[config.mk]
export PLATFORM = sky130hd
export DESIGN_NAME = dws_top
export DESIGN_NICKNAME = d
export VERILOG_FILES = /design/src/design/dws_pkg.sv /design/src/design/dws_match.sv /design/src/design/dws_reply.sv /design/src/design/dws_top.sv
export VERILOG_INCLUDE_DIRS = /design/src /design/src/design
export SDC_FILE = /design/constraint.sdc
export NUM_CORES = 1
export LEC_CHECK = 0
export BUFFER_PORTS_ARGS = -buffer_cell sky130_fd_sc_hd__buf_2
export CAP_MARGIN = 15
export CORE_ASPECT_RATIO = 1.25
export CORE_MARGIN = 5
export CORE_UTILIZATION = 38
export CTS_CLUSTER_SIZE = 30
export DETAILED_ROUTE_END_ITERATION = 10
export SLEW_MARGIN = 30
export SYNTH_ARGS = -nofsm -noshare
export SYNTH_HDL_FRONTEND = slang
export SYNTH_HIERARCHICAL = 1
export SYNTH_SLANG_ARGS = --single-unit
[constraint.sdc]
create_clock -name ref_clk -period 3.3 [get_ports ref_clk]
set_clock_uncertainty 0.2 [all_clocks]
set_input_delay 0.165 -clock ref_clk [delete_from_list [all_inputs] [get_ports ref_clk]]
set_output_delay 0.165 -clock ref_clk [all_outputs]
set_load 0.01 [all_outputs]
[src/design/dws_consts.svh]
`ifndef DWS_CONSTS_SVH
`define DWS_CONSTS_SVH

// Debugger status register bit positions.
`define DWS_STAT_DEBUG_BIT 7
`define DWS_STAT_HALT_BIT 6
`define DWS_STAT_RPROT_BIT 5
`define DWS_STAT_RSVD_MSB 4

// Watch control register bit positions.
`define DWS_CTL_WRITE_BIT 7
`define DWS_CTL_READ_BIT 6
`define DWS_CTL_DMATCH_BIT 5
`define DWS_CTL_RSVD_BIT 4
`define DWS_CTL_AHIGH_MSB 3

// Reset values of the registers.
`define DWS_STATUS_RESET 8'h00
`define DWS_CTL_RESET 8'h00
`define DWS_ADDR_RESET 8'h00
`define DWS_MATCH_RESET 8'h00

// Debugger command codes and the acknowledge character.
`define DWS_CMD_WR_WATCH 8'h20
`define DWS_CMD_RD_WATCH 8'h21
`define DWS_CMD_RD_STATUS 8'h02
`define DWS_ACK_BYTE 8'hff

// Reply lengths in bytes.
`define DWS_RD_WATCH_LEN 2'h3
`define DWS_RD_STATUS_LEN 2'h1
`define DWS_ACK_LEN 2'h1

`endif

[src/design/dws_pkg.sv]
package dws_pkg;

    // One register-file access cycle as seen by the watchpoint.
    typedef struct packed {
        logic valid;
        logic write;
        logic [11:0] addr;
        logic [7:0] data;
    } dws_rf_access_t;

    // The three watchpoint registers travelling together.
    typedef struct packed {
        logic [7:0] ctl;
        logic [7:0] addr_low;
        logic [7:0] match;
    } dws_watch_cfg_t;

    // Command parser states.
    typedef enum logic [1:0] {
        DWS_IDLE,
        DWS_WR_CTL,
        DWS_WR_ADDR,
        DWS_WR_DATA
    } dws_state_t;

endpackage

[src/design/dws_match.sv]
`timescale 1ns/1ns
`include "dws_consts.svh"

module dws_match
    import dws_pkg::*;
(
    input dws_rf_access_t rf_access,
    input dws_watch_cfg_t cfg,
    output logic hit
);

    logic [11:0] watch_addr;
    logic addr_eq;
    logic data_ok;
    logic kind_ok;

    // The whole compare is combinational so a hit is seen in the access cycle itself.
    always_comb
    begin
        watch_addr = {cfg.ctl[`DWS_CTL_AHIGH_MSB:0], cfg.addr_low};
        addr_eq = (rf_access.addr == watch_addr);
        kind_ok = (rf_access.write && cfg.ctl[`DWS_CTL_WRITE_BIT])
            || (!rf_access.write && cfg.ctl[`DWS_CTL_READ_BIT]);
        // Without a read or write enable kind_ok is low, so data match alone does nothing.
        data_ok = !cfg.ctl[`DWS_CTL_DMATCH_BIT]
            || (rf_access.data == cfg.match);
        hit = rf_access.valid && addr_eq && kind_ok && data_ok;
    end

endmodule

[src/design/dws_reply.sv]
`timescale 1ns/1ns
`include "dws_consts.svh"

module dws_reply
(
    input wire logic ref_clk,
    input wire logic reset,
    input wire logic load_valid,
    input wire logic [23:0] load_bytes,
    input wire logic [1:0] load_count,
    input wire logic ack_req,
    output logic busy,
    output logic rsp_valid,
    output logic [7:0] rsp_data,
    input wire logic rsp_ready
);

    logic [23:0] shift_q;
    logic [23:0] shift_d;
    logic [1:0] count_q;
    logic [1:0] count_d;
    logic ack_pending_q;
    logic ack_pending_d;
    logic ack_take;

    // A command reply wins the idle slot; a pending acknowledge waits for the next one.
    always_comb
    begin
        shift_d = shift_q;
        count_d = count_q;
        ack_take = 1'b0;
        if (count_q != 2'h0)
        begin
            if (rsp_ready)
            begin
                shift_d = {shift_q[15:0], 8'h00};
                count_d = count_q - 2'h1;
            end
        end
        else if (load_valid)
        begin
            shift_d = load_bytes;
            count_d = load_count;
        end
        else if (ack_pending_q)
        begin
            shift_d = {`DWS_ACK_BYTE, 16'h0000};
            count_d = `DWS_ACK_LEN;
            ack_take = 1'b1;
        end
        // A new acknowledge request in the cycle the old one is taken is kept.
        ack_pending_d = ack_req || (ack_pending_q && !ack_take);
    end

    // Reply storage registers.
    always_ff @(posedge ref_clk)
    begin
        if (reset)
        begin
            shift_q <= 24'h000000;
            count_q <= 2'h0;
            ack_pending_q <= 1'b0;
        end
        else
        begin
            shift_q <= shift_d;
            count_q <= count_d;
            ack_pending_q <= ack_pending_d;
        end
    end

    assign busy = (count_q != 2'h0);
    assign rsp_valid = busy;
    assign rsp_data = shift_q[23:16];

endmodule

[src/design/dws_top.sv]
`timescale 1ns/1ns
`include "dws_consts.svh"

module dws_top
    import dws_pkg::*;
(
    input wire logic ref_clk,
    input wire logic reset,
    input wire logic cmd_valid,
    input wire logic [7:0] cmd_byte,
    output logic cmd_ready,
    output logic rsp_valid,
    output logic [7:0] rsp_data,
    input wire logic rsp_ready,
    input dws_rf_access_t rf_access,
    input wire logic halt_active,
    input wire logic read_protect_option_n,
    input wire logic debug_enter_req,
    input wire logic debug_exit_req,
    input wire logic break_ack_enable,
    input wire logic break_instr_req,
    output logic debug_mode_bit,
    output logic watch_break,
    output logic [7:0] debugger_status
);

    dws_state_t state_q;
    dws_state_t state_d;
    dws_watch_cfg_t cfg_q;
    dws_watch_cfg_t cfg_d;
    logic wr_allowed_q;
    logic wr_allowed_d;
    logic debug_mode_q;
    logic debug_mode_d;
    logic break_q;
    logic break_d;
    logic [7:0] status_q;
    logic [7:0] status_d;
    logic read_protect_flag;
    logic debug_active_flag;
    logic watch_hit;
    logic take;
    logic reply_busy;
    logic load_valid;
    logic [23:0] load_bytes;
    logic [1:0] load_count;
    logic ack_req;

    // The option bit is active low: a programmed zero turns protection on.
    assign read_protect_flag = !read_protect_option_n;
    assign debug_active_flag = debug_mode_q;

    // Commands stall while a reply drains so a readback never overwrites one in flight.
    assign cmd_ready = !reply_busy;
    assign take = cmd_valid && cmd_ready;

    // Watchpoint comparator on the live register-file access.
    dws_match u_match
    (
        .rf_access(rf_access),
        .cfg(cfg_q),
        .hit(watch_hit)
    );

    // Byte serialiser toward the debug host.
    dws_reply u_reply
    (
        .ref_clk(ref_clk),
        .reset(reset),
        .load_valid(load_valid),
        .load_bytes(load_bytes),
        .load_count(load_count),
        .ack_req(ack_req),
        .busy(reply_busy),
        .rsp_valid(rsp_valid),
        .rsp_data(rsp_data),
        .rsp_ready(rsp_ready)
    );

    // Command parser: writes the watch registers and starts readback replies.
    always_comb
    begin
        state_d = state_q;
        cfg_d = cfg_q;
        wr_allowed_d = wr_allowed_q;
        load_valid = 1'b0;
        load_bytes = 24'h000000;
        load_count = 2'h0;
        case (state_q)
            DWS_IDLE:
            begin
                if (take)
                begin
                    if (cmd_byte == `DWS_CMD_WR_WATCH)
                    begin
                        wr_allowed_d = debug_active_flag && !read_protect_flag;
                        if (!debug_active_flag || read_protect_flag)
                        begin
                            cfg_d.ctl = `DWS_CTL_RESET;
                        end
                        state_d = DWS_WR_CTL;
                    end
                    else if (cmd_byte == `DWS_CMD_RD_WATCH)
                    begin
                        load_valid = 1'b1;
                        load_bytes = {cfg_q.ctl, cfg_q.addr_low, cfg_q.match};
                        load_count = `DWS_RD_WATCH_LEN;
                    end
                    else if (cmd_byte == `DWS_CMD_RD_STATUS)
                    begin
                        load_valid = 1'b1;
                        load_bytes = {status_q, 16'h0000};
                        load_count = `DWS_RD_STATUS_LEN;
                    end
                end
            end
            DWS_WR_CTL:
            begin
                if (take)
                begin
                    if (wr_allowed_q && !read_protect_flag)
                    begin
                        // Reserved bit 4 is stored as written; the host keeps it zero.
                        cfg_d.ctl = cmd_byte;
                    end
                    else
                    begin
                        cfg_d.ctl = `DWS_CTL_RESET;
                    end
                    state_d = DWS_WR_ADDR;
                end
            end
            DWS_WR_ADDR:
            begin
                if (take)
                begin
                    if (wr_allowed_q)
                    begin
                        cfg_d.addr_low = cmd_byte;
                    end
                    state_d = DWS_WR_DATA;
                end
            end
            DWS_WR_DATA:
            begin
                if (take)
                begin
                    if (wr_allowed_q)
                    begin
                        cfg_d.match = cmd_byte;
                    end
                    state_d = DWS_IDLE;
                end
            end
            default:
            begin
                state_d = DWS_IDLE;
            end
        endcase
        // Protection turning on later still drops any enable that slipped in.
        if (read_protect_flag)
        begin
            cfg_d.ctl[`DWS_CTL_WRITE_BIT] = 1'b0;
            cfg_d.ctl[`DWS_CTL_READ_BIT] = 1'b0;
            cfg_d.ctl[`DWS_CTL_DMATCH_BIT] = 1'b0;
        end
    end

    // Debug-mode bit, break pulse, acknowledge request and status snapshot.
    always_comb
    begin
        break_d = watch_hit;
        // A hit or entry request beats an exit request in the same cycle.
        debug_mode_d = debug_mode_q;
        if (debug_exit_req && !read_protect_flag)
        begin
            debug_mode_d = 1'b0;
        end
        if (watch_hit || debug_enter_req || break_instr_req)
        begin
            debug_mode_d = 1'b1;
        end
        ack_req = break_ack_enable && (watch_hit || break_instr_req);
        status_d = `DWS_STATUS_RESET;
        status_d[`DWS_STAT_DEBUG_BIT] = debug_mode_q;
        status_d[`DWS_STAT_HALT_BIT] = halt_active;
        status_d[`DWS_STAT_RPROT_BIT] = read_protect_flag;
    end

    // State registers of the whole block.
    always_ff @(posedge ref_clk)
    begin
        if (reset)
        begin
            state_q <= DWS_IDLE;
            cfg_q <= {`DWS_CTL_RESET, `DWS_ADDR_RESET, `DWS_MATCH_RESET};
            wr_allowed_q <= 1'b0;
            debug_mode_q <= 1'b0;
            break_q <= 1'b0;
            status_q <= `DWS_STATUS_RESET;
        end
        else
        begin
            state_q <= state_d;
            cfg_q <= cfg_d;
            wr_allowed_q <= wr_allowed_d;
            debug_mode_q <= debug_mode_d;
            break_q <= break_d;
            status_q <= status_d;
        end
    end

    assign debug_mode_bit = debug_mode_q;
    assign watch_break = break_q;
    assign debugger_status = status_q;
endmodule

### After elaboration in Yosys (flattened, before gate mapping)

Cells that the tools add are included.

| word-level totals | value |
|---|---|
| flip-flop bits (word level) | 64 |
| input bits | 40 |
| output and inout port bits | 20 |
| logic and storage cells | 106 |

| operators by class | value |
|---|---|
| $add $sub $neg | 1 |
| equality and inequality tests | 15 |
| muxes and demuxes | 40 |
| bitwise operators | 1 |
| reduce and logical (&&, ||, !) cells | 36 |

Operator list:

| cell | number |
|---|---|
| 2-to-1 mux 24 bit | 9 |
| 2-to-1 mux 8 bit | 5 |
| 2-to-1 mux 2 bit | 13 |
| == test 8 x 6 -> 1 bit, second input constant | 2 |
| one-hot mux 8 bit (2 select lines) | 1 |
| != test 2 bit, second input constant | 7 |
| == test 12 bit | 1 |
| logical AND 1 bit | 11 |
| 2-to-1 mux 1 bit | 11 |
| AND reduction 5 bit | 2 |
| AND reduction 3 bit | 3 |
| == test 8 x 2 -> 1 bit, second input constant | 1 |
| == test 8 bit | 1 |
| one-hot mux 2 bit (4 select lines) | 1 |
| logical OR 1 bit | 7 |
| zero test 1 bit | 6 |
| nonzero test 2 bit | 3 |
| == test 2 bit, second input constant | 2 |
| nonzero test 3 bit | 1 |
| == test 2 x 1 -> 1 bit, second input constant | 1 |
| zero test 2 bit | 1 |
| AND reduction 2 bit | 1 |
| OR reduction 2 bit | 1 |
| subtractor 2 x 1 -> 2 bit, second input constant | 1 |
| inverter 1 bit | 1 |

### Depth between registers and ports, before layout

Gate-level depths: netlist (run 1).

| depth | value |
|---|---|
| depth in word-level cells | 11 |
| gate-level depth with buffers | 13 |
| depth with buffers taken out | 9 |

### Hierarchy

The synthesis (run 1) kept the hierarchy.

By module, submodules not included:

| module | times used | cells each | area an instance (um^2) | seq. area each (um^2) |
|---|---|---|---|---|
| dws_top | 1 | 198 | 1587.8 | 640.6 |
| dws_reply | 1 | 166 | 1403.8 | 540.5 |
| dws_match | 1 | 29 | 235.2 | 0.0 |

### Worst setup path before layout (run 1)

Ideal clock, no wire load.

| path | value |
|---|---|
| path type | flip-flop to flip-flop |
| start point | reg u_reply.count_q[1] |
| end point | reg u_reply.shift_q[16] |
| library setup time | 132 ps |
| arrival | 2556 ps |
| required time | 2968 ps |
| slack | 411 ps |
| cell stages (with the launch flop) | 12 |
| buffers on the path | 3 |
| clock period less this slack | 2889 ps |
| cells stage by stage | dfxtp_1 > buf_2 > buf_2 > nor2_4 > inv_1 > and3b_1 > o21ai_0 > nor2_1 > buf_2 > or4b_2 > nand4_1 > a21oi_1 |

| on the way | value |
|---|---|
| cells in the longest elaborated chain, start to end | 7 |
| elaborated cells between the ends (all ways) | 12 |

RTL lines:

| item | RTL line | RTL |
|---|---|---|
| start: declaration | dws_reply.sv:20 | `logic [1:0] count_q;` |
| start signal: assignment | dws_reply.sv:67 | `count_q <= count_d;` |
| nonzero test 2 bit (*) | dws_reply.sv:72 | `assign busy = (count_q != 2'h0);` |
| named net reply_busy | dws_top.sv:43 | `logic reply_busy;` |
| zero test 1 bit | dws_top.sv:54 | `assign cmd_ready = !reply_busy;` |
| logical AND 1 bit | dws_top.sv:55 | `assign take = cmd_valid && cmd_ready;` |
| 2-to-1 mux 1 bit / 2-to-1 mux 24 bit (equally long branches) | dws_top.sv:92 | `if (take)` |
| 2-to-1 mux 1 bit / 2-to-1 mux 24 bit (equally long branches) | dws_top.sv:89 | `case (state_q)` |
| nonzero test 3 bit (no line) / 2-to-1 mux 24 bit (equally long branches) | n/a |  |
| AND reduction 2 bit (no line) / 2-to-1 mux 24 bit (equally long branches) | n/a |  |
| end signal: assignment | dws_reply.sv:66 | `shift_q <= shift_d;` |
| end: declaration | dws_reply.sv:18 | `logic [23:0] shift_q;` |

The timed path passes the listed nets; every way through them passes the cells marked *.
A chain may end at the register's enable or synchronous reset.

### Worst setup path in the final report (run 1)

| path | value |
|---|---|
| start point | in cmd_byte[2] |
| end point | reg u_reply.shift_q[14] |

| on the way | value |
|---|---|
| cells in the longest elaborated chain, start to end | 8 |
| elaborated cells between the ends (all ways) | 16 |

RTL lines:

| item | RTL line | RTL |
|---|---|---|
| start: declaration | dws_top.sv:10 | `input wire logic [7:0] cmd_byte,` |
| == test 8 x 2 -> 1 bit (no line) | n/a |  |
| 2-to-1 mux 1 bit | dws_top.sv:109 | `` else if (cmd_byte == `DWS_CMD_RD_STATUS) `` |
| 2-to-1 mux 1 bit | dws_top.sv:103 | `` else if (cmd_byte == `DWS_CMD_RD_WATCH) `` |
| 2-to-1 mux 1 bit | dws_top.sv:94 | `` if (cmd_byte == `DWS_CMD_WR_WATCH) `` |
| 2-to-1 mux 1 bit | dws_top.sv:92 |  |
| 2-to-1 mux 1 bit | dws_top.sv:89 |  |
| nonzero test 3 bit (no line) / 2-to-1 mux 24 bit (equally long branches) | n/a |  |
| AND reduction 2 bit (no line) / 2-to-1 mux 24 bit (equally long branches) | n/a |  |

Several ways; a longest one is shown, not always the timed one.

==> flow_summary.html, run 1 <==
<table>
<tr><th>Metric</th><th>Value</th></tr>
<tr><th colspan="2">Cells and area</th></tr>
<tr><td>Ratio of cells with drive above 1 in the final layout</td><td>20.75%</td></tr>
<tr><td>Signed area change from the synthesized netlist to the final layout</td><td>19.19%</td></tr>
<tr><td>Final Net Count</td><td>492</td></tr>
<tr><td>Antenna cell count</td><td>0</td></tr>
<tr><td>Fillcell total</td><td>811</td></tr>
<tr><td>Register cell area after layout</td><td>between 0.001 and 0.0015 mm^2</td></tr>
<tr><td>Area of the multi-input gates</td><td>0.001813 mm^2</td></tr>
<tr><td>Most common library cell in the layout ignoring fill and taps</td><td>dfxtp_1</td></tr>
<tr><td>Post-layout instance area</td><td>about 0.0038 mm^2</td></tr>
<tr><td>Commonest cells after routing, fill and taps aside</td><td>59 x dfxtp_1, 55 x nand2_1, 54 x buf_2</td></tr>
<tr><th colspan="2">STA</th></tr>
<tr><td>RSZ-0062 raised after global routing</td><td>no</td></tr>
<tr><td>Hold violation count in the final report</td><td>0</td></tr>
<tr><td>Share of the clock period used by the worst path</td><td>95.04%</td></tr>
<tr><td>Post-route minimum period</td><td>3136 ps</td></tr>
<tr><td>Highest attainable clock frequency</td><td>roughly 320 MHz</td></tr>
<tr><td>Slew Limit Fails</td><td>0</td></tr>
<tr><td>Setup-failing EPs final</td><td>0</td></tr>
<tr><td>Relative slew slack</td><td>52.15%</td></tr>
<tr><td>Worst-margin pin slew</td><td>717.3 ps</td></tr>
<tr><td>Aggregate negative setup slack</td><td>0 ps</td></tr>
<tr><th colspan="2">Worst setup path</th></tr>
<tr><td>End of the worst register-to-register path</td><td>u_reply/shift_q[23]$_SDFFE_PP0P_</td></tr>
<tr><td>Required time reported for the critical path endpoint</td><td>3290 ps</td></tr>
<tr><td>Worst flop-to-flop path startpoint</td><td>u_reply/count_q[1]$_SDFFE_PP0P_</td></tr>
<tr><td>Logic depth of the worst register-to-register path</td><td>9</td></tr>
<tr><td>Worst stage delay on the critical path</td><td>630 ps</td></tr>
<tr><td>Critical path, cell by cell</td><td>dlygate4sd3_1, buf_2, or3_4, or4_1, o21ai_0, nor2_1, or4_4, a21oi_1, a311oi_1</td></tr>
<tr><td>Crit path buf inv count</td><td>2</td></tr>
<tr><td>Crit end category</td><td>register</td></tr>
<tr><td>Kind of cell with the highest combined delay on the critical path</td><td>simple AND/OR/NAND/NOR gates</td></tr>
<tr><td>Highest fanout seen on the critical path</td><td>17</td></tr>
<tr><td>Category of the worst setup path launch point</td><td>primary input</td></tr>
<tr><td>Cell with the largest stage delay on the worst path</td><td>or4_4</td></tr>
<tr><td>Levels on crit path</td><td>9</td></tr>
<tr><td>Endpoint arrival time on the critical path</td><td>3130 ps</td></tr>
<tr><td>Kind of critical path</td><td>in2reg</td></tr>
<tr><td>Internal reg-to-reg setup slack</td><td>600 ps</td></tr>
<tr><th colspan="2">Floorplanning</th></tr>
<tr><td>Full die area</td><td>about 0.010 mm^2</td></tr>
<tr><td>Std-Cell Core Area</td><td>0.008287 mm^2</td></tr>
<tr><td>Starting density of the core</td><td>38.94%</td></tr>
<tr><td>Die Y</td><td>113.0 um</td></tr>
<tr><td>Chip Width</td><td>92.42 um</td></tr>
<tr><td># rows</td><td>37</td></tr>
<tr><td>Top Ports</td><td>60</td></tr>
<tr><th colspan="2">Synth</th></tr>
<tr><td>Cell types with the largest area share after synthesis</td><td>dfxtp_1 37%, a21oi_1 6.7%, nand2_1 6.4%</td></tr>
<tr><td>Number of instances in the synthesized netlist</td><td>393</td></tr>
<tr><td>Number of enable flip-flop cells after synthesis</td><td>0</td></tr>
<tr><td>Warnings from Yosys</td><td>6</td></tr>
<tr><td>Mapped cell area</td><td>0.003227 mm^2</td></tr>
<tr><td>Share of the synthesized area in the top cell type</td><td>36.60%</td></tr>
<tr><td>Fraction of registers with async set or reset after synthesis</td><td>0%</td></tr>
<tr><td>Sequential area share after synthesis</td><td>36.60%</td></tr>
<tr><td>Syn avg cell area</td><td>8.211 um^2</td></tr>
<tr><td>Post-synth top area cell</td><td>dfxtp_1</td></tr>
<tr><td>Predominant post-synthesis flop cell</td><td>dfxtp_1</td></tr>
<tr><td>Flip-flop and latch count after synthesis</td><td>59</td></tr>
<tr><td>Number of different library cells in the post-synthesis netlist</td><td>51</td></tr>
<tr><th colspan="2">Global route</th></tr>
<tr><td>Pin count of the biggest net entering global routing</td><td>58</td></tr>
<tr><td>Number of antenna violations at the first check in global routing</td><td>0</td></tr>
<tr><td>Overflow left after global routing</td><td>0</td></tr>
<tr><td>Overall fraction of global-route tracks in use</td><td>between 10% and 20%</td></tr>
<tr><td>Wire length of the first global-routing pass</td><td>about 14000 um</td></tr>
<tr><td>Vias in the first global route</td><td>2851</td></tr>
<tr><th colspan="2">Min path</th></tr>
<tr><td>Cell depth of the worst min-delay path</td><td>4</td></tr>
<tr><td>Hold crit path type</td><td>in2reg</td></tr>
<tr><td>Source of the worst hold timing path</td><td>cmd_valid</td></tr>
<tr><td>Hold Path End</td><td>cfg_q[16]$_SDFFE_PP0P_</td></tr>
<tr><th colspan="2">Outcome</th></tr>
<tr><td>Result of the run</td><td>completed</td></tr>
<tr><th colspan="2">CTS</th></tr>
<tr><td>TritonCTS buffer count</td><td>9</td></tr>
<tr><td>CTS H-tree depth</td><td>3</td></tr>
<tr><td>Clock tree from TritonCTS</td><td>yes</td></tr>
<tr><td>Sinks on the clock net</td><td>59</td></tr>
<tr><td>Clk_lat worst skew</td><td>350 ps</td></tr>
<tr><td>Setup fix buffers added after clock tree synthesis</td><td>0</td></tr>
<tr><td>Master cell of the clock root buffer</td><td>clkbuf_8</td></tr>
<tr><td>CTS clk-pin slew, worst paths</td><td>~70 ps</td></tr>
<tr><td>Clock Path Buffers</td><td>2</td></tr>
<tr><th colspan="2">Routing</th></tr>
<tr><td>DRC Markers</td><td>0</td></tr>
<tr><td>Routed wire length per instance</td><td>15.68 um</td></tr>
<tr><td>Drt first pass iters</td><td>4</td></tr>
<tr><td>First DRT Iteration DRCs</td><td>between 100 and 150</td></tr>
<tr><td>Antenna Violating Nets Remaining</td><td>0</td></tr>
<tr><td>Number of vias in the routed layout</td><td>slightly below 3000</td></tr>
<tr><td>Sum of routed wire length over all layers</td><td>8624 um</td></tr>
<tr><td>Detailed-route vias per instance</td><td>5.324</td></tr>
<tr><th colspan="2">Placement</th></tr>
<tr><td>Count of port buffers added during placement</td><td>54</td></tr>
<tr><td>DP Area</td><td>around 0.0035 mm^2</td></tr>
<tr><td>Global placer's final weighted congestion</td><td>0.8318</td></tr>
<tr><td>Post-detailed-placement half-perimeter wirelength</td><td>6255 um</td></tr>
<tr><th colspan="2">Pwr</th></tr>
<tr><td>Static leakage power</td><td>1.425 nW</td></tr>
<tr><td>Worst vdd ir</td><td>0.0002237 V</td></tr>
<tr><td>Power density cells</td><td>429.4 mW/mm^2</td></tr>
<tr><th colspan="2">Flow run</th></tr>
<tr><td># Max-Cap Violations</td><td>0</td></tr>
</table>
==> how the worst max path moves through the flow <==
stage                                             to                       startpoint
finish              u_reply/shift_q[14]$_SDFFE_PP0P_                      cmd_byte[2]
global route        u_reply/shift_q[14]$_SDFFE_PP0P_                      cmd_byte[2]
CTS                 u_reply/shift_q[14]$_SDFFE_PP0P_                      cmd_byte[2]
detailed placement  u_reply/shift_q[10]$_SDFFE_PP0P_                      cmd_byte[2]
global placement    u_reply/shift_q[10]$_SDFFE_PP0P_                      cmd_byte[2]
floorplan           u_reply/shift_q[16]$_SDFFE_PP0P_  u_reply/count_q[1]$_SDFFE_PP0P_
==> flip-flops by register name (all words and copies together) (netlist names) <==
register	flops
cfg_q	24
debug_mode_bit	1
debugger_status	3
state_q	2
u_reply/ack_pending_q	1
u_reply/count_q	2
u_reply/shift_q	24
watch_break	1
wr_allowed_q	1
==> layout make-up <==
type | instances | area share, %
multi-input cells | 290 | 47.14
flip-flops and latches | 59 | 30.71
repair buffers | 81 | 13.34
clock buffers | 15 | 4.847
well taps | 97 | 3.155
inverters | 7 | 0.6831
clock inverters | 1 | 0.1301
==> where the power goes <==
part | internal [mW] | switching, mW
Sequential | 0.742 | 0.0192
Clock | 0.354 | 0.279
Combinational | 0.117 | 0.141
==> cell usage after synthesis (all sizes together) (2+ instances only) <==
cell type,count
a21oi,44
xor2,9
nand2b,8
nand3,11
a32oi,3
or4,3
o21ai,27
ha,4
xnor2,11
nand2,55
o21bai,9
o21ba,2
or4b,9
dfxtp,59
inv,7
mux2i,9
nor3,4
nor2,9
clkbuf,15
and2,21
or3,2
a31oi,2
nor4,4
nor2b,5
a311oi,9
buf,26
nand4,12
and3,3
==> timing repair <==
action | in CTS | in global routing
hold buffers | 16 | 0
setup endpoints to repair | 0 | 17
endpoints found under the hold margin | 29 | 0
gates resized for setup | 0 | 1
==> metrics by stage <==
step	util, %	std cells	total power, mW	hold WS, ps	worst slack [ps]
floorplan	-	397	0.9475	37.38	411.3
global placement	42.13	518	1.011	176.3	238.4
finish	46.41	550	1.652	244.1	163.8
CTS	46.37	550	1.662	209.4	14.55
global route	46.41	550	1.724	250.3	44.98
detailed placement	42.13	518	1.016	184.3	186.9
==> metal layers <==
| layer | global-route usage [%] | up-vias | share of wire, % |
|---|---|---|---|
| li1 | - | 1472 | - |
| met1 | 20.59 | 1363 | 43 |
| met2 | 27.88 | 81 | 50 |
| met3 | 4.388 | 12 | 5.3 |
| met4 | 6.442 | 0 | 1.8 |
| met5 | 0 | - | 0 |
==> cells by family after synthesis <==
group | after synthesis | share of synthesized area (%)
AND/OR/NAND/NOR | 151 | 26.56
adder cells (fa/ha/maj) | 4 | 1.551
multiplexers | 9 | 2.792
XOR/XNOR | 20 | 5.429
buffers and inverters | 48 | 7.794
AO/OA/AOI/OAI | 101 | 19.16
other | 1 | 0.1162
flip-flops | 59 | 36.60
==> tightest hold or removal path, delay by kind of cell <==
kind / cells / cell delay, ps
compound gates: 1 / 90
simple gates: 2 / 390
buf+inv: 1 / 100
Power figures use the tool's default switching activity.
==> inputs of run 2 (changes only) <==
PLACE_DENSITY = 0.66   (was default)
==> run 2 against run 1 <==
  * Critical path depth rose by 1
  * Power rose by 2.0%
  * Sequential share of layout area barely moved
  * Clock power rose by 6.2%
  * Worst setup slack improved by 100 ps
  * Die area did not move
  * Wire length fell by 1.2%
  * Register-to-register slack improved by 40 ps
  * Via count fell by 0.55%
  * Fmax rose by 3.3%
  * Critical path type unchanged
==> flow_summary.html, run 2 (same netlist as run 1, synthesis figures left out) <==
<table>
<tr><th>Metric</th><th>Value</th></tr>
<tr><th colspan="2">CTS</th></tr>
<tr><td>Master cell of the clock root buffer</td><td>clkbuf_8</td></tr>
<tr><td>CTS H-tree depth</td><td>3</td></tr>
<tr><td>TritonCTS buffer count</td><td>9</td></tr>
<tr><td>Setup fix buffers added after clock tree synthesis</td><td>0</td></tr>
<tr><td>Clock tree from TritonCTS</td><td>yes</td></tr>
<tr><td>Clk_lat worst skew</td><td>350 ps</td></tr>
<tr><td>Sinks on the clock net</td><td>59</td></tr>
<tr><td>CTS clk-pin slew, worst paths</td><td>60 ps</td></tr>
<tr><td>Clock Path Buffers</td><td>2</td></tr>
<tr><th colspan="2">Cells and area</th></tr>
<tr><td>Final Net Count</td><td>491</td></tr>
<tr><td>Area of the multi-input gates</td><td>0.001815 mm^2</td></tr>
<tr><td>Antenna cell count</td><td>0</td></tr>
<tr><td>Signed area change from the synthesized netlist to the final layout</td><td>19.35%</td></tr>
<tr><td>Ratio of cells with drive above 1 in the final layout</td><td>21.06%</td></tr>
<tr><td>Most common library cell in the layout ignoring fill and taps</td><td>dfxtp_1</td></tr>
<tr><td>Fillcell total</td><td>818</td></tr>
<tr><td>Fin cells</td><td>about 550</td></tr>
<tr><td>Commonest cells after routing, fill and taps aside</td><td>59 x dfxtp_1, 55 x nand2_1, 54 x buf_2</td></tr>
<tr><td>Register cell area after layout</td><td>0.001181 mm^2</td></tr>
<tr><th colspan="2">STA</th></tr>
<tr><td>Aggregate negative setup slack</td><td>0 ps</td></tr>
<tr><td>Slew Limit Fails</td><td>0</td></tr>
<tr><td>Highest attainable clock frequency</td><td>329.4 MHz</td></tr>
<tr><td>Hold violation count in the final report</td><td>0</td></tr>
<tr><td>Setup-failing EPs final</td><td>0</td></tr>
<tr><td>Relative slew slack</td><td>55.16%</td></tr>
<tr><td>RSZ-0062 raised after global routing</td><td>no</td></tr>
<tr><td>Post-route minimum period</td><td>slightly above 3000 ps</td></tr>
<tr><td>Share of the clock period used by the worst path</td><td>91.98%</td></tr>
<tr><td>Worst-margin pin slew</td><td>672.2 ps</td></tr>
<tr><th colspan="2">Worst setup path</th></tr>
<tr><td>Endpoint arrival time on the critical path</td><td>3040 ps</td></tr>
<tr><td>Crit end category</td><td>register</td></tr>
<tr><td>Highest fanout seen on the critical path</td><td>14</td></tr>
<tr><td>Required time reported for the critical path endpoint</td><td>3300 ps</td></tr>
<tr><td>Worst flop-to-flop path startpoint</td><td>u_reply/count_q[1]$_SDFFE_PP0P_</td></tr>
<tr><td>Kind of critical path</td><td>in2reg</td></tr>
<tr><td>Category of the worst setup path launch point</td><td>primary input</td></tr>
<tr><td>First element of the critical path</td><td>cmd_byte[5]</td></tr>
<tr><th colspan="2">Floorplanning</th></tr>
<tr><td>Die Y</td><td>113.0 um</td></tr>
<tr><td>Starting density of the core</td><td>38.94%</td></tr>
<tr><td>Chip Width</td><td>92.42 um</td></tr>
<tr><td>Std-Cell Core Area</td><td>0.008287 mm^2</td></tr>
<tr><td>Full die area</td><td>0.01045 mm^2</td></tr>
<tr><td># rows</td><td>37</td></tr>
<tr><td>Top Ports</td><td>60</td></tr>
<tr><th colspan="2">Pwr</th></tr>
<tr><td>Static leakage power</td><td>1.417 nW</td></tr>
<tr><td>Sequential cell fraction of total power</td><td>between 40% and 50%</td></tr>
<tr><td>Proportion of power drawn by combinational gates</td><td>15.1%</td></tr>
<tr><td>Power density cells</td><td>437.4 mW/mm^2</td></tr>
<tr><td>Net switching power of the design</td><td>443.5 uW</td></tr>
<tr><td>Switching share of total power</td><td>26.33%</td></tr>
<tr><td>Internal power contribution</td><td>1.241 mW</td></tr>
<tr><td>Worst vdd ir</td><td>around 0.00028 V</td></tr>
<tr><td>Clock share of power</td><td>39.9%</td></tr>
<tr><th colspan="2">Global route</th></tr>
<tr><td>Overflow left after global routing</td><td>0</td></tr>
<tr><td>Vias in the first global route</td><td>2935</td></tr>
<tr><td>Overall fraction of global-route tracks in use</td><td>between 10% and 20%</td></tr>
<tr><td>Number of antenna violations at the first check in global routing</td><td>0</td></tr>
<tr><td>Pin count of the biggest net entering global routing</td><td>58</td></tr>
<tr><td>Wire length of the first global-routing pass</td><td>14290 um</td></tr>
<tr><th colspan="2">Routing</th></tr>
<tr><td>Number of vias in the routed layout</td><td>2912</td></tr>
<tr><td>Detailed-route vias per instance</td><td>around 5.3</td></tr>
<tr><td>First DRT Iteration DRCs</td><td>about 220</td></tr>
<tr><td>Routed wire length per instance</td><td>approximately 16 um</td></tr>
<tr><td>DRC Markers</td><td>0</td></tr>
<tr><td>Antenna Violating Nets Remaining</td><td>0</td></tr>
<tr><td>Drt first pass iters</td><td>4</td></tr>
<tr><td>Sum of routed wire length over all layers</td><td>8523 um</td></tr>
<tr><th colspan="2">Placement</th></tr>
<tr><td>Global placer's final weighted congestion</td><td>0.8556</td></tr>
<tr><td>Count of port buffers added during placement</td><td>54</td></tr>
<tr><td>Post-detailed-placement half-perimeter wirelength</td><td>6236 um</td></tr>
<tr><td>Placed Cells incl. Taps</td><td>517</td></tr>
<tr><th colspan="2">Min path</th></tr>
<tr><td>Source of the worst hold timing path</td><td>cmd_valid</td></tr>
<tr><td>Hold crit path type</td><td>in2reg</td></tr>
<tr><th colspan="2">Flow run</th></tr>
<tr><td># Max-Cap Violations</td><td>0</td></tr>
<tr><th colspan="2">Outcome</th></tr>
<tr><td>Result of the run</td><td>completed</td></tr>
</table>
## run 2: cell types whose count changed in the layout (fill, tap and decap cells not counted), sizes merged
cell      delta
clkinvlp     +2
bufinv       +1
clkbuf       -4
buf          -1
## run 2: path summary, 6_finish.rpt
path | slack [ps] | cells past startpoint | to
worst max-delay path | 260 | 10 | u_reply/shift_q[18]$_SDFFE_PP0P_
worst min-delay path | 220 | 4 | cfg_q[16]$_SDFFE_PP0P_
worst max register to register | 640 | 9 | u_reply/shift_q[18]$_SDFFE_PP0P_
worst min register to register | 270 | 2 | u_reply/shift_q[0]$_SDFFE_PP0P_
## run 2: layout make-up
type | count | share of cell area [%]
clock inverters | 4 | 1.300
flip-flops and latches | 59 | 30.67
inverters | 7 | 0.6823
multi-input cells | 290 | 47.14
clock buffers | 11 | 3.931
well taps | 97 | 3.151
repair buffers | 80 | 13.13
## run 2: power by group through the flow
stage	combinational (mW)	clock, mW	sequential (mW)
2_1_floorplan	0.175	0	0.772
3_3_place_gp	0.233	0	0.775
3_5_place_dp	0.239	0	0.775
4_1_cts	0.253	0.684	0.759
5_1_grt	0.283	0.720	0.762
6_report	0.254	0.672	0.758
## run 2: critical path, cell delays in order
cell and delay [ps]:
dlygate4sd3_1 520, buf_2 150, or4b_2 660, nor3_1 230
a21oi_1 90, nor2_2 310, buf_4 260, or4b_1 470
nand4_1 110, a21oi_1 70
## run 2: stage by stage
step | instance area, um^2 | setup WS (ps) | hold slack [ps] | utilization (%) | power, mW
detailed placement | 3483 | 271.6 | 172.8 | 42.04 | 1.014
global route | 3851 | 96.95 | 254.4 | 46.47 | 1.764
CTS | 3845 | 101.7 | 207.5 | 46.40 | 1.697
finish | 3851 | 264.6 | 224.8 | 46.47 | 1.684
floorplan | 3242 | 411.3 | 37.38 | - | 0.9475
global placement | 3483 | 315.5 | 176.7 | 42.04 | 1.008
## run 2: metal layers
layer / vias up / share of wire [%] / GRT usage, % / wire length (um)
met3: 17 / 4.8 / 3.324 / 413
met5: - / 0 / 0 / 0
met1: 1332 / 43 / 20.86 / 3653
met2: 86 / 50 / 29.38 / 4263
li1: 1477 / - / - / -
met4: 0 / 2.3 / 8.523 / 192
## run 2: timing repair
| action | in CTS | in global routing |
|---|---|---|
| hold buffers | 16 | 0 |
| gates resized for setup | 0 | 2 |
| endpoints found under the setup margin | 0 | 22 |
| endpoints found under the hold margin | 29 | 0 |
